<file path="src/fhp_pkg.sv">
// Constants and types for the parallel flash host sequencer.
// Assumes a 250 MHz system clock; all pin timings become cycle counts here.
package fhp_pkg;

    // System clock rate
    localparam int unsigned CLK_MHZ        = 250;

    // Bus cycle times in ns, slowest speed grade so both grades work
    localparam int unsigned T_ACC_NS       = 120;
    localparam int unsigned T_WE_LOW_NS    = 50;
    localparam int unsigned T_WE_HIGH_NS   = 20;
    localparam int unsigned T_DF_NS        = 40;

    // Least times round up to whole cycles
    localparam int unsigned ACC_CYC        = (T_ACC_NS * CLK_MHZ + 999) / 1000;
    localparam int unsigned WE_LOW_CYC     = (T_WE_LOW_NS * CLK_MHZ + 999) / 1000;
    localparam int unsigned WE_HIGH_CYC    = (T_WE_HIGH_NS * CLK_MHZ + 999) / 1000;
    localparam int unsigned DF_CYC         = (T_DF_NS * CLK_MHZ + 999) / 1000;

    // Input synchroniser depth before read data may be trusted
    localparam int unsigned SYNC_CYC       = 3;

    // Counter width; chip erase needs over 32 bits of cycles
    localparam int unsigned TW             = 40;
    typedef logic [TW-1:0] fhp_cnt_t;

    // Long times in their own units
    localparam int unsigned PROTECT_PULSE_US   = 10;
    localparam int unsigned UNPROTECT_PULSE_MS = 12;
    localparam int unsigned SECT_LOAD_US       = 100;
    localparam int unsigned PROG_MAX_US        = 210;
    localparam int unsigned CHIP_ERASE_MAX_S   = 24;
    localparam int unsigned SECT_ERASE_MAX_S   = 8;

    // Derived cycle counts
    localparam fhp_cnt_t PROTECT_CYC   = fhp_cnt_t'(PROTECT_PULSE_US * CLK_MHZ);
    localparam fhp_cnt_t UNPROTECT_CYC = fhp_cnt_t'(UNPROTECT_PULSE_MS) * fhp_cnt_t'(1000 * CLK_MHZ);
    localparam fhp_cnt_t SECT_LOAD_CYC = fhp_cnt_t'(SECT_LOAD_US * CLK_MHZ);
    localparam fhp_cnt_t PROG_MAX_CYC  = fhp_cnt_t'(PROG_MAX_US * CLK_MHZ);
    localparam fhp_cnt_t CHIP_MAX_CYC  = fhp_cnt_t'(CHIP_ERASE_MAX_S) * fhp_cnt_t'(CLK_MHZ) * fhp_cnt_t'(1000000);
    localparam fhp_cnt_t SECT_MAX_CYC  = fhp_cnt_t'(SECT_ERASE_MAX_S) * fhp_cnt_t'(CLK_MHZ) * fhp_cnt_t'(1000000);

    // Bus widths
    localparam int unsigned AW = 17;
    localparam int unsigned DW = 8;

    // Status bit positions on the data bus
    localparam int unsigned POLL_BIT   = 7;
    localparam int unsigned TOGGLE_BIT = 6;

    // User operations
    typedef enum logic [2:0] {
        OP_READ,
        OP_WRITE,
        OP_POLL_PROG,
        OP_POLL_CHIP,
        OP_POLL_SECT,
        OP_LOAD_WAIT,
        OP_PROTECT,
        OP_UNPROTECT
    } fhp_op_t;

    // Sequencer states
    typedef enum logic [2:0] {
        ST_IDLE,
        ST_RD_ACC,
        ST_RD_SYNC,
        ST_RD_REL,
        ST_WR_LOW,
        ST_WR_HIGH,
        ST_WAIT
    } fhp_state_t;

endpackage
</file>
<file path="src/fhp_host.sv">
// Host sequencer driving a byte-wide parallel flash through its pins.
// Assumes the flash is asynchronous; read data is synchronised on entry.
// Command sequences are built by the user from single write cycles.
//
// Summary of operation
// [RL1] Device programs and verifies byte internally
// [RL2] Host detects completion by polling and toggle
// [RL3] Bit 7 polls during program, then data
// [RL4] Bit 6 toggles while embedded operation busy
// [RL5] Chip erase verified internally by device
// [RL6] Bit 7 reads 0 erasing, 1 done
// [RL7] Sector erase selects sector by address bits
// [RL8] Program timeout no shorter than 210 us
// [RL9] Chip erase timeout no shorter than 24 s
// [RL10] Sector erase timeout no shorter than 8 s
// [RL11] Sector address load window lasts 100 us
// [RL12] Protect write pulse low at least 10 us
// [RL13] Unprotect write pulse low at least 12 ms
// [RL14] Reads allowed while erase is suspended
// [RL15] Write needs chip and write low, output high
// [RL16] Id read with address bit 1 shows protection
// [RL17] Device powers up in read mode
// [RL18] Program poll bit is complement of data
// [RL19] Toggle bit changes each read while busy
`timescale 1ns/10ps

module fhp_host
    import fhp_pkg::*;
#(
    parameter fhp_cnt_t PROG_TMO_CYC  = fhp_pkg::PROG_MAX_CYC,
    parameter fhp_cnt_t CHIP_TMO_CYC  = fhp_pkg::CHIP_MAX_CYC,
    parameter fhp_cnt_t SECT_TMO_CYC  = fhp_pkg::SECT_MAX_CYC,
    parameter fhp_cnt_t LOAD_CYC      = fhp_pkg::SECT_LOAD_CYC,
    parameter fhp_cnt_t UNPROT_CYC    = fhp_pkg::UNPROTECT_CYC
) (
    // Clock and reset
    input  wire logic                     clk,
    input  wire logic                     rstn,
    // User command port
    input  wire logic                     cmd_valid,
    output logic                          cmd_ready,
    input  wire fhp_pkg::fhp_op_t         cmd_op,
    input  wire logic [fhp_pkg::AW-1:0]   cmd_addr,
    input  wire logic [fhp_pkg::DW-1:0]   cmd_data,
    // User response port
    output logic                          resp_valid,
    output logic                          resp_timeout,
    output logic [fhp_pkg::DW-1:0]        resp_data,
    // Flash pins
    output logic                          flash_ce_n,
    output logic                          flash_oe_n,
    output logic                          flash_we_n,
    output logic [fhp_pkg::AW-1:0]        flash_addr,
    output logic [fhp_pkg::DW-1:0]        flash_dq_out,
    output logic                          flash_dq_oe,
    input  wire logic [fhp_pkg::DW-1:0]   flash_dq_in
);
    import fhp_pkg::*;

    fhp_state_t        state_q;
    fhp_op_t           op_q;
    fhp_cnt_t          cnt_q;
    fhp_cnt_t          tmo_q;
    fhp_cnt_t          pulse_len;
    fhp_cnt_t          tmo_limit;
    logic [DW-1:0]     dq_s1_q;
    logic [DW-1:0]     dq_s2_q;
    logic [DW-1:0]     dq_s3_q;
    logic [DW-1:0]     rd_q;
    logic              first_q;
    logic              prev6_q;
    logic              poll_ok;
    logic              poll_done;
    logic              is_poll;

    // Data bus synchroniser; first stage feeds only the second
    always_ff @(posedge clk) begin
        if (!rstn) begin
            dq_s1_q <= '0;
            dq_s2_q <= '0;
            dq_s3_q <= '0;
        end else begin
            dq_s1_q <= flash_dq_in;
            dq_s2_q <= dq_s1_q;
            dq_s3_q <= dq_s2_q;
        end
    end

    // Write low time depends on the kind of write
    always_comb begin
        unique case (op_q)
            OP_PROTECT:   pulse_len = PROTECT_CYC;        // [RL12]
            OP_UNPROTECT: pulse_len = UNPROT_CYC;         // [RL13]
            default:      pulse_len = fhp_cnt_t'(WE_LOW_CYC);
        endcase
    end

    // Polling limit never shorter than the worst-case operation
    always_comb begin
        unique case (op_q)
            OP_POLL_CHIP: tmo_limit = CHIP_TMO_CYC;       // [RL9]
            OP_POLL_SECT: tmo_limit = SECT_TMO_CYC;       // [RL10]
            default:      tmo_limit = PROG_TMO_CYC;       // [RL8]
        endcase
    end

    // Completion test: polled bit shows final value and toggle has stopped
    always_comb begin
        is_poll   = (op_q == OP_POLL_PROG) || (op_q == OP_POLL_CHIP) || (op_q == OP_POLL_SECT);
        // Program polls against the written byte, erase waits for a one
        poll_ok   = (op_q == OP_POLL_PROG) ? (rd_q[POLL_BIT] == resp_data[POLL_BIT])  // [RL3] [RL18]
                                           : rd_q[POLL_BIT];                           // [RL6]
        poll_done = !first_q && (rd_q[TOGGLE_BIT] == prev6_q) && poll_ok;             // [RL2] [RL19]
    end

    assign cmd_ready = (state_q == ST_IDLE);

    // Elapsed cycles of the whole operation, frozen once idle
    always_ff @(posedge clk) begin
        if (!rstn) begin
            tmo_q <= '0;
        end else if (state_q == ST_IDLE) begin
            if (cmd_valid) begin
                tmo_q <= '0;
            end
        end else begin
            tmo_q <= tmo_q + fhp_cnt_t'(1);
        end
    end

    // Main sequencer; the user data register doubles as the poll reference
    always_ff @(posedge clk) begin
        if (!rstn) begin
            state_q      <= ST_IDLE;
            op_q         <= OP_READ;
            cnt_q        <= '0;
            first_q      <= 1'b1;
            prev6_q      <= 1'b0;
            rd_q         <= '0;
            resp_valid   <= 1'b0;
            resp_timeout <= 1'b0;
            resp_data    <= '0;
            flash_ce_n   <= 1'b1;
            flash_oe_n   <= 1'b1;
            flash_we_n   <= 1'b1;
            flash_addr   <= '0;
            flash_dq_out <= '0;
            flash_dq_oe  <= 1'b0;
        end else begin
            resp_valid <= 1'b0;
            cnt_q      <= cnt_q + fhp_cnt_t'(1);
            unique case (state_q)
                ST_IDLE: begin
                    if (cmd_valid) begin
                        op_q         <= cmd_op;
                        flash_addr   <= cmd_addr;       // [RL7] [RL16]
                        flash_dq_out <= cmd_data;
                        resp_data    <= cmd_data;
                        resp_timeout <= 1'b0;
                        cnt_q        <= '0;
                        first_q      <= 1'b1;
                        unique case (cmd_op)
                            OP_WRITE, OP_PROTECT, OP_UNPROTECT: begin
                                // Output enable stays high for any write
                                flash_ce_n  <= 1'b0;                      // [RL15]
                                flash_we_n  <= 1'b0;
                                flash_dq_oe <= (cmd_op == OP_WRITE);
                                state_q     <= ST_WR_LOW;
                            end
                            OP_LOAD_WAIT: begin
                                state_q <= ST_WAIT;
                            end
                            default: begin
                                // Plain reads also serve erase suspend
                                flash_ce_n <= 1'b0;                       // [RL14]
                                flash_oe_n <= 1'b0;
                                state_q    <= ST_RD_ACC;
                            end
                        endcase
                    end
                end
                ST_RD_ACC: begin
                    if (cnt_q == fhp_cnt_t'(ACC_CYC - 1)) begin
                        cnt_q   <= '0;
                        state_q <= ST_RD_SYNC;
                    end
                end
                ST_RD_SYNC: begin
                    // Take data once the last two stages agree
                    if (cnt_q >= fhp_cnt_t'(SYNC_CYC) && dq_s2_q == dq_s3_q) begin
                        rd_q       <= dq_s3_q;
                        flash_ce_n <= 1'b1;
                        flash_oe_n <= 1'b1;
                        cnt_q      <= '0;
                        state_q    <= ST_RD_REL;
                    end
                end
                ST_RD_REL: begin
                    // Bus float time before the next cycle may start
                    if (cnt_q >= fhp_cnt_t'(DF_CYC - 1)) begin
                        cnt_q <= '0;
                        if (!is_poll || poll_done) begin
                            resp_data  <= rd_q;
                            resp_valid <= 1'b1;
                            state_q    <= ST_IDLE;
                        end else if (tmo_q >= tmo_limit) begin
                            resp_data    <= rd_q;
                            resp_timeout <= 1'b1;
                            resp_valid   <= 1'b1;
                            state_q      <= ST_IDLE;
                        end else begin
                            // Device still busy; read again
                            prev6_q    <= rd_q[TOGGLE_BIT];           // [RL4]
                            first_q    <= 1'b0;
                            flash_ce_n <= 1'b0;
                            flash_oe_n <= 1'b0;
                            state_q    <= ST_RD_ACC;
                        end
                    end
                end
                ST_WR_LOW: begin
                    if (cnt_q == pulse_len - fhp_cnt_t'(1)) begin
                        flash_we_n <= 1'b1;
                        cnt_q      <= '0;
                        state_q    <= ST_WR_HIGH;
                    end
                end
                ST_WR_HIGH: begin
                    if (cnt_q == fhp_cnt_t'(WE_HIGH_CYC - 1)) begin
                        flash_ce_n  <= 1'b1;
                        flash_dq_oe <= 1'b0;
                        resp_valid  <= 1'b1;
                        state_q     <= ST_IDLE;
                    end
                end
                ST_WAIT: begin
                    if (cnt_q == LOAD_CYC - fhp_cnt_t'(1)) begin  // [RL11]
                        resp_valid <= 1'b1;
                        state_q    <= ST_IDLE;
                    end
                end
            endcase
        end
    end

    // Helper: length of the current write-enable low time
    fhp_cnt_t we_low_q;
    always_ff @(posedge clk) begin
        if (!rstn) begin
            we_low_q <= '0;
        end else begin
            we_low_q <= flash_we_n ? '0 : we_low_q + fhp_cnt_t'(1);
        end
    end

    a_write_gating: assert property (@(posedge clk) disable iff (!rstn)   // [RL15]
        !flash_we_n |-> (flash_oe_n && !flash_ce_n)) else $error("write enable low without write gating");
    a_drive_no_read: assert property (@(posedge clk) disable iff (!rstn)  // [RL15]
        flash_dq_oe |-> flash_oe_n) else $error("data driven while output enabled");
    a_protect_width: assert property (@(posedge clk) disable iff (!rstn)  // [RL12]
        ($rose(flash_we_n) && op_q == OP_PROTECT) |-> we_low_q >= PROTECT_CYC) else $error("protect pulse short");
    a_unprot_width: assert property (@(posedge clk) disable iff (!rstn)   // [RL13]
        ($rose(flash_we_n) && op_q == OP_UNPROTECT) |-> we_low_q >= UNPROT_CYC) else $error("unprotect pulse short");
    a_prog_timeout: assert property (@(posedge clk) disable iff (!rstn)   // [RL8]
        (resp_valid && resp_timeout && op_q == OP_POLL_PROG) |-> tmo_q >= PROG_TMO_CYC)
        else $error("program poll gave up early");
    a_chip_timeout: assert property (@(posedge clk) disable iff (!rstn)   // [RL9]
        (resp_valid && resp_timeout && op_q == OP_POLL_CHIP) |-> tmo_q >= CHIP_TMO_CYC)
        else $error("chip erase poll gave up early");
    a_sect_timeout: assert property (@(posedge clk) disable iff (!rstn)   // [RL10]
        (resp_valid && resp_timeout && op_q == OP_POLL_SECT) |-> tmo_q >= SECT_TMO_CYC)
        else $error("sector erase poll gave up early");
    a_load_window: assert property (@(posedge clk) disable iff (!rstn)    // [RL11]
        (resp_valid && op_q == OP_LOAD_WAIT) |-> tmo_q >= LOAD_CYC) else $error("load window too short");
    a_prog_done: assert property (@(posedge clk) disable iff (!rstn)      // [RL2]
        (resp_valid && !resp_timeout && op_q == OP_POLL_PROG) |-> ##1 (state_q == ST_IDLE && $stable(resp_data)))
        else $error("program completion response malformed");
    a_erase_done: assert property (@(posedge clk) disable iff (!rstn)     // [RL6]
        (resp_valid && !resp_timeout && (op_q == OP_POLL_CHIP || op_q == OP_POLL_SECT)) |-> resp_data[POLL_BIT])
        else $error("erase reported done with poll bit low");

endmodule

</file>
<file path="config.mk">
export PLATFORM = sky130hd
export DESIGN_NAME = fhp_host
export DESIGN_NICKNAME = d
export VERILOG_FILES = /design/src/fhp_pkg.sv /design/src/fhp_host.sv
export SDC_FILE = /design/constraint.sdc
export NUM_CORES = 1
export LEC_CHECK = 0
export BUFFER_PORTS_ARGS = -buffer_cell sky130_fd_sc_hd__buf_2
export CORE_MARGIN = 5
export CORE_UTILIZATION = 25
export DETAILED_ROUTE_END_ITERATION = 6
export PLACE_DENSITY = 0.43
export SLEW_MARGIN = 25
export SYNTH_ARGS = -nofsm -noshare
export SYNTH_HDL_FRONTEND = slang
export SYNTH_SLANG_ARGS = --single-unit
</file>
<file path="constraint.sdc">
create_clock -name clk -period 3.5 [get_ports clk]
set_input_delay 0.7 -clock clk [delete_from_list [all_inputs] [get_ports clk]]
set_output_delay 0.7 -clock clk [all_outputs]
set_load 0.1 [all_outputs]
</file>
# --- After elaboration in Yosys (flattened, before gate mapping) ---
# Cells that the tools add are included.
totals:
  reg_bits: 159
  input_bits: 39
  out_inout_bits: 40
  word_cells: 149
classes:
  add_sub_neg: 3
  magnitude_cmp: 3
  n_eq_ne: 36
  muxes: 59
  n_bitwise: 2
  reduce_logical: 27
ops:
  columns: ["cell", "n"]
  rows:
  - ["two-way mux 40 bit", 7]
  - ["one-hot mux 40 bit (5 select lines)", 1]
  - ["adder 40 x 1 -> 40 bit, second input constant", 2]
  - ["one-hot mux 33 bit (2 select lines)", 1]
  - ["one-hot mux 22 bit (2 select lines)", 1]
  - ["equality test 40 x 15 -> 1 bit, second input constant", 1]
  - ["equality test 40 x 3 -> 1 bit, second input constant", 1]
  - ["equality test 40 bit", 1]
  - ["equality test 40 x 5 -> 1 bit, second input constant", 1]
  - ["greater-or-equal comparator 40 x 2 -> 1 bit, second input constant", 1]
  - ["greater-or-equal comparator 40 x 4 -> 1 bit, second input constant", 1]
  - ["greater-or-equal comparator 40 bit", 1]
  - ["subtractor 40 x 1 -> 40 bit, second input constant", 1]
  - ["two-way mux 8 bit", 4]
  - ["two-way mux 1 bit", 28]
  - ["equality test 3 bit, second input constant", 9]
  - ["inequality test 2 bit, second input constant", 12]
  - ["two-way mux 3 bit", 7]
  - ["one-hot mux 3 bit (7 select lines)", 1]
  - ["one-hot mux 8 bit (2 select lines)", 1]
  - ["AND reduction 4 bit", 4]
  - ["AND reduction 7 bit", 2]
  - ["equality test 3 x 2 -> 1 bit, second input constant", 4]
  - ["AND reduction 5 bit", 2]
  - ["other kinds (21)", 36]

# --- Depth between registers and ports, before layout ---
# Gate-level depths: netlist (run 1).
logic_depth:
  word_depth: 8
  mapped_depth: 14
  mapped_depth_nobuf: 13

# --- Worst setup path before layout (run 1) ---
# OpenSTA, ideal clock, no wires.
synth_timing:
  kind: "flip-flop to flip-flop"
  start: "reg op_q[2]"
  end: "reg resp_data[7] (netlist bit)"
  setup_ps: 132
  arrival_time_ps: 2983
  slack_ps: 385
  path_stages_with_launch: 15
  cell_sequence: "dfxtp_1 -> nor3b_1 -> inv_1 -> nand2_1 -> inv_1 -> ha_1 -> nand4b_1 -> nor4_1 -> nand2_1 -> o31a_1 -> o21ai_0 -> o21a_1 -> buf_2 -> mux2i_1 -> a21oi_1"
synth_between:
  elab_chain_len: 8
  word_cells_on_any_way: 16
  cone_classes: "order compare (1); eq/ne (4); mux (5); reduce/logical (6)"
synth_lines:
  columns: ["item", "line", "text"]
  rows:
  - ["start: declaration", "fhp_host.sv:61", "fhp_op_t op_q;"]
  - ["start signal: assignment", "fhp_host.sv:155", "op_q <= cmd_op;"]
  - ["parallel branches: the longest is 8 deep, another holds greater-or-equal comparator 40 bit", null, null]
  - ["end signal: assignment", "fhp_host.sv:158", "resp_data <= cmd_data;"]
  - ["end signal: assignment", "fhp_host.sv:203", "resp_data <= rd_q;"]
  - ["end signal: assignment", "fhp_host.sv:207", "resp_data <= rd_q;"]
  - ["end: declaration", "fhp_host.sv:48", "output logic [fhp_pkg::DW-1:0] resp_data,"]
# Several ways; the timed one is not identified. The select of a mux whose other input is x is not followed.
# A chain may end at the register's enable or synchronous reset.

# --- Worst setup path in the final report (run 1) ---
layout_timing:
  start: "reg op_q[1]"
  end: "reg resp_data[7] (netlist bit)"
# The elaborated chain is that of the path after synthesis.

==> results of run 1 <==
==> placed cells by master, fill, tap and decap left out, drive strengths merged, types with 16 or more instances in the layout <==
master    n
nand4    16
and2     26
nor4     23
or3      17
nand2   134
buf     101
mux2i    22
ha       25
nor2    116
nand3    47
dfxtp   159
inv      19
clkbuf   19
xor2     34
o211ai   21
a21oi    69
==> stage by stage <==
step | cell area [µm²] | instances
after floorplan | 7600 | 912
after global placement | 8460 | 1360
after detailed placement | 8460 | 1360
after CTS | 9120 | 1392
after global routing | 9140 | 1392
final | 9140 | 1392
==> metal layers <==
metal | up-vias | global-route usage (%) | share of wire [%] | wire length [µm]
met4 | 0 | 3.14 | 0.89 | 176
met5 | - | 0 | 0 | 0
met3 | 13 | 2.49 | 3.8 | 746
met2 | 87 | 18.4 | 46 | 9050
met1 | 3093 | 16.1 | 49 | 9730
li1 | 3354 | - | - | -
==> path summary, 6_finish.rpt <==
kind | cells past startpoint | to | from
hold reg to reg | 1 | dq_s2_q[4] | dq_s1_q[4]
setup / recovery | 15 | resp_data[7] | op_q[1]
hold / removal | 1 | dq_s2_q[4] | dq_s1_q[4]
setup reg to reg | 15 | resp_data[7] | op_q[1]
==> power by group <==
part / internal (mW) / switching (mW) / total [mW]
registers: 1.98 / 0.124 / 2.11
logic: 0.513 / 1.81 / 2.32
clock network: 1.31 / 0.804 / 2.11
==> cell families after synthesis <==
kind of cell    count (synthesis)  share of synthesized area [%]
xor+xnor                       48                           5.53
buf+inv                        60                           3.42
flops                         159                           41.9
simple gates                  444                           28.5
fa+ha+maj                      25                           4.11
compound gates                146                           12.5
mux                            30                           4.08
==> worst max-delay path, stage by stage, from the launching register on <==
cell      delay [ns]
dfxtp_2         0.40
nor2b_2         0.21
nand2_1         0.15
nand2_2         0.14
inv_2           0.10
ha_1            0.30
nand4b_1        0.12
nor4_1          0.24
nand2_1         0.09
o31a_1          0.28
o21ai_0         0.19
buf_4           0.17
o21a_1          0.11
buf_4           0.19
mux2i_1         0.20
a21oi_1         0.08
==> area by class of cell <==
type                       count  area [µm²]
multi-input combinational    693        4170
inverter                      17        66.3
tap                          390         488
clock inverter                13         208
clock buffer                  19         453
sequential                   159        3190
fill                        3239       20700
timing repair buffer         101         563
==> what timing repair did <==
item	CTS	global route
gates resized for setup	0	7
setup endpoints to repair	0	13
buffers inserted	0	0
==> out/metrics.yaml, run 1 <==
ys_seq_elements: 159
area_growth_pct: 20.2
finalHoldViolations: 0
drv_cap: 0
grt-ovfl-total: 0
core_area_um2: 29800
slew_viol_final: 0
cts_tree: "yes"
antenna_found_initial: 0
worstSetupPathType: "reg2reg"
p_per_area_nw_per_um2: 716
place_congestion: 0.777
dp_hpwl_mm: 14.1
setup_violations: 0
post-route-min-period_ns: 3.11
grt_pass1_vias: 6136
pre_cts_ws_ns: 0.0867
finalCritPeriodShare_pct: 88.9
yosys-top-cells-count: "dfxtp_1, nand2_1, nor2_1, a21oi_1, nand3_1"
grt_pass1_wl_mm: 32.3
hold_slack_ns: 0.425
drive_gt1_share_pct: 16.6
synth_cell_type_count: 62
power_mw: 6.54
fmax_mhz: 321
first_pass_iters: 5
ctsHtreeMaxLevel: 4
die_x_um: 184
synth.cell_area_um2: 7600
clk-insertion-delay-late_ns: 0.43
cts_root_buf: "clkbuf_16"
pin_count: 79
final_antenna_net_count: 0
async_flop_share_pct: 0
io_buffers: 78
ir_worst_vdd_mv: 0.357
viasPerCell: 4.70
clk_pin_slew_ns: 0.07
drc: 0
outcome: "finished, final reports clean"
cp-start-kind: "register"
antenna_cells: 0
syn_nets: 976
grt.total_usage_pct: 11.6
drt_wl_total_mm: 19.7
fin_ws_ns: 0.388
synth_area_leader_cell: "dfxtp_1"
hold_buffers: 0
critPathArrivalTime_ns: 3.42
hp-class: "reg2reg"
setup_tns_ns: 0
utilization_pct: 30.7
p_leak_nw: 3.47
top_regs: "cnt_q x40, tmo_q x40, flash_addr x17"
cp_max_fo: 9
vias: 6547
numClockSinks: 159
tightest_slew_ns: 0.922
ff2ff_setup_slack_ns: 0.39
rsz0062_at_grt: "no"
synth-edff-count: 0
yosysMostFrequentCell: "dfxtp_1"
start_util_pct: 25.5
synth-warning-count: 0
grt_max_degree: 45
synth_top_area_share_pct: 41.9
seq_area_frac_synth_pct: 41.9
synth_top_cells_by_area: "dfxtp_1, nand2_1, nor2_1"
syn_inst: 912
worst_clock_skew_ns: 0.0115
drt_iter0_drc: 315
slew_headroom_pct: 38.3
syn-mean-instance-area_um2: 8.34
wl_per_cell_um: 14.2
die_h_um: 184
numCtsBuffers: 17
nets: 1053
cts_buffer_depth: 2
die_area_um2: 34000
synth_ff_type: "dfxtp_1"
cp_data_required_time_ns: 3.81
end_kind: "register"
std_cell_rows: 63
No activity file was read; power rests on OpenSTA's default activity.
==> inputs of run 2 (changes only) <==
- PLACE_DENSITY: 0.43 -> 0.45
- clock period: 3.5 -> 2.8 ns (I/O delays scaled with it)
==> run 2 against run 1 <==
Setup slack got worse by 0.29 ns. Clock power rose by 9%. Non-clock buffer count rose by 37. Highest routed layer unchanged.
==> out/metrics.yaml, run 2 (synthesis gave the netlist of run 1 again) <==
outcome: "finished, final reports clean"  # unchanged
hold_slack_ns: 0.342  # was 0.425 ns
cp_num_buf_inv: 4  # was 3
grt_pass1_wl_mm: 31.8  # was 32.3 mm
first_pass_iters: 5  # unchanged
critPathArrivalTime_ns: 3.01  # was 3.42 ns
grt_max_degree: 43  # was 45
wl_met1_mm: 9.63  # was 9.73 mm
topRoutingLayerUsed: "met4"  # unchanged
hold_buffers: 0  # unchanged
post-route-min-period_ns: 2.70  # was 3.11 ns
pin_count: 79  # unchanged
dp_hpwl_mm: 14.0  # was 14.1 mm
fin_ws_ns: 0.0985  # was 0.388 ns
grt_pass1_vias: 6129  # was 6136
utilization_pct: 32.1  # was 30.7%
cts_tree: "yes"  # unchanged
cp-start-kind: "register"  # unchanged
pre_cts_ws_ns: -0.0747  # was 0.0867 ns
cp_data_required_time_ns: 3.11  # was 3.81 ns
ir_worst_vdd_mv: 0.361  # was 0.357 mV
slew_headroom_pct: 60.6  # was 38.3%
drt_wl_total_mm: 19.8  # was 19.7 mm
worst_clock_skew_ns: 0.0141  # was 0.0115 ns
slowest_delay_ns: 0.51  # was 0.40 ns
fmax_mhz: 370  # was 321 MHz
slew_viol_final: 0  # unchanged
die_x_um: 184  # unchanged
area_growth_pct: 25.7  # was 20.2%
end_kind: "register"  # unchanged
wl_met2_mm: 9.12  # was 9.05 mm
r2r_start: "op_q[2]"  # was op_q[1]
viasPerCell: 4.62  # was 4.70
clk-insertion-delay-late_ns: 0.43  # about the same
die_area_um2: 34000  # unchanged
cp_cell_sequence: "nor3b_4 -> inv_2 -> nand2_4 -> inv_4 -> buf_6 -> ha_4 -> nand4b_1 -> or4_4 -> o21ai_4 -> o21a_4 -> clkbuf_16 -> mux2i_1 -> a21oi_1"  # was nor2b_2 -> nand2_1 -> nand2_2 -> inv_2 -> ha_1 -> nand4b_1 -> nor4_1 -> nand2_1 -> o31a_1 -> o21ai_0 -> buf_4 -> o21a_1 -> buf_4 -> mux2i_1 -> a21oi_1
place_congestion: 0.810  # was 0.777
vias: 6604  # was 6547
r2r-end: "resp_data[3]"  # was resp_data[7]
drt_iter0_drc: 328  # was 315
worst_r2r_path_depth: 13  # was 15
worstSetupPathType: "reg2reg"  # unchanged
cp_max_fo: 5  # was 9
drv_cap: 0  # unchanged
ff2ff_setup_slack_ns: 0.1  # was 0.39 ns
top_regs: "cnt_q x40, tmo_q x40, flash_addr x17"  # unchanged
drc: 0  # unchanged
critPathSlowestCell: "or4_4"  # was dfxtp_2
nets: 1090  # was 1053
p_leak_nw: 3.65  # was 3.47 nW
cp.depth: 13  # was 15
numCtsBuffers: 17  # unchanged
die_h_um: 184  # unchanged
finalHoldViolations: 0  # unchanged
final_common_cell: "dfxtp_1"  # unchanged
finalCritPeriodShare_pct: 96.5  # was 88.9%
drive_gt1_share_pct: 21.4  # was 16.6%
ctsHtreeMaxLevel: 4  # unchanged
start_util_pct: 25.5  # unchanged
rsz0062_at_grt: "yes"  # was no
tightest_slew_ns: 0.591  # was 0.922 ns
numClockSinks: 159  # unchanged
final_antenna_net_count: 0  # unchanged
p_per_area_nw_per_um2: 833  # was 716 nW/µm²
cts_root_buf: "clkbuf_16"  # unchanged
wl_per_cell_um: 13.8  # was 14.2 µm
clk_pin_slew_ns: 0.07  # about the same
core_area_um2: 29800  # unchanged
setup_violations: 0  # unchanged
hp-class: "in2reg"  # was reg2reg
cts_buffer_depth: 2  # unchanged
io_buffers: 78  # unchanged
endpoint: "resp_data[3]"  # was resp_data[7]
mostFrequentLayoutCells: "dfxtp_1, nand2_1, nor2_1, buf_2, a21oi_1"  # unchanged
antenna_found_initial: 0  # unchanged
crit_family: "simple AND/OR/NAND/NOR gates"  # unchanged
grt-ovfl-total: 0  # unchanged
std_cell_rows: 63  # unchanged
grt.total_usage_pct: 11.4  # was 11.6%
antenna_cells: 0  # unchanged
met3WireLength_um: 817  # was 746 µm
cp-startpoint: "op_q[2]"  # was op_q[1]
run 2: routing by layer:
metal,up-vias,track usage (%)
met5,-,0
met4,0,2.84
met3,13,2.33
met2,107,18.4
met1,3052,15.6
li1,3432,-
run 2: per-stage QoR:
stage,power (mW),TNS [ns],instance area (µm²),instances
global placement,5.70,0,8760,1394
detailed placement,5.70,-0.378,8760,1394
global route,8.42,-0.152,9560,1429
floorplan,5.00,0,7620,912
CTS,8.05,0,9370,1427
finish,7.96,0,9560,1429
run 2: repair_timing:
| item | 4_1_cts | 5_1_grt |
|---|---|---|
| setup buffers | 1 | 1 |
| gates cloned | 0 | 1 |
| resized for setup | 3 | 26 |
| endpoints found under the setup margin | 10 | 47 |
| pin swaps | 2 | 10 |
run 2: worst min path at each step:
stage / start / to / slack [ns] / cells after the start
after floorplan: dq_s1_q[0] / dq_s2_q[0] / 0.41 / 1
after global placement: dq_s1_q[6] / dq_s2_q[6] / 0.41 / 1
after detailed placement: dq_s1_q[3] / dq_s2_q[3] / 0.42 / 1
after CTS: flash_dq_in[2] / dq_s1_q[2] / 0.32 / 2
after global routing: flash_dq_in[5] / dq_s1_q[5] / 0.33 / 2
final: flash_dq_in[3] / dq_s1_q[3] / 0.34 / 2
run 2: area by class of cell:
class	instances	area [µm²]
repair buffers	138	891
clock buffers	17	425
fillers	3188	20200
inverters	17	68.8
multi-input cells	693	4320
well taps	390	488
clock inverters	15	171
flip-flops and latches	159	3190
run 2: report_power, final:
part           internal, mW  switching, mW
clock                  1.20           1.10
sequential             2.48          0.152
combinational         0.738           2.29
total                  4.42           3.55
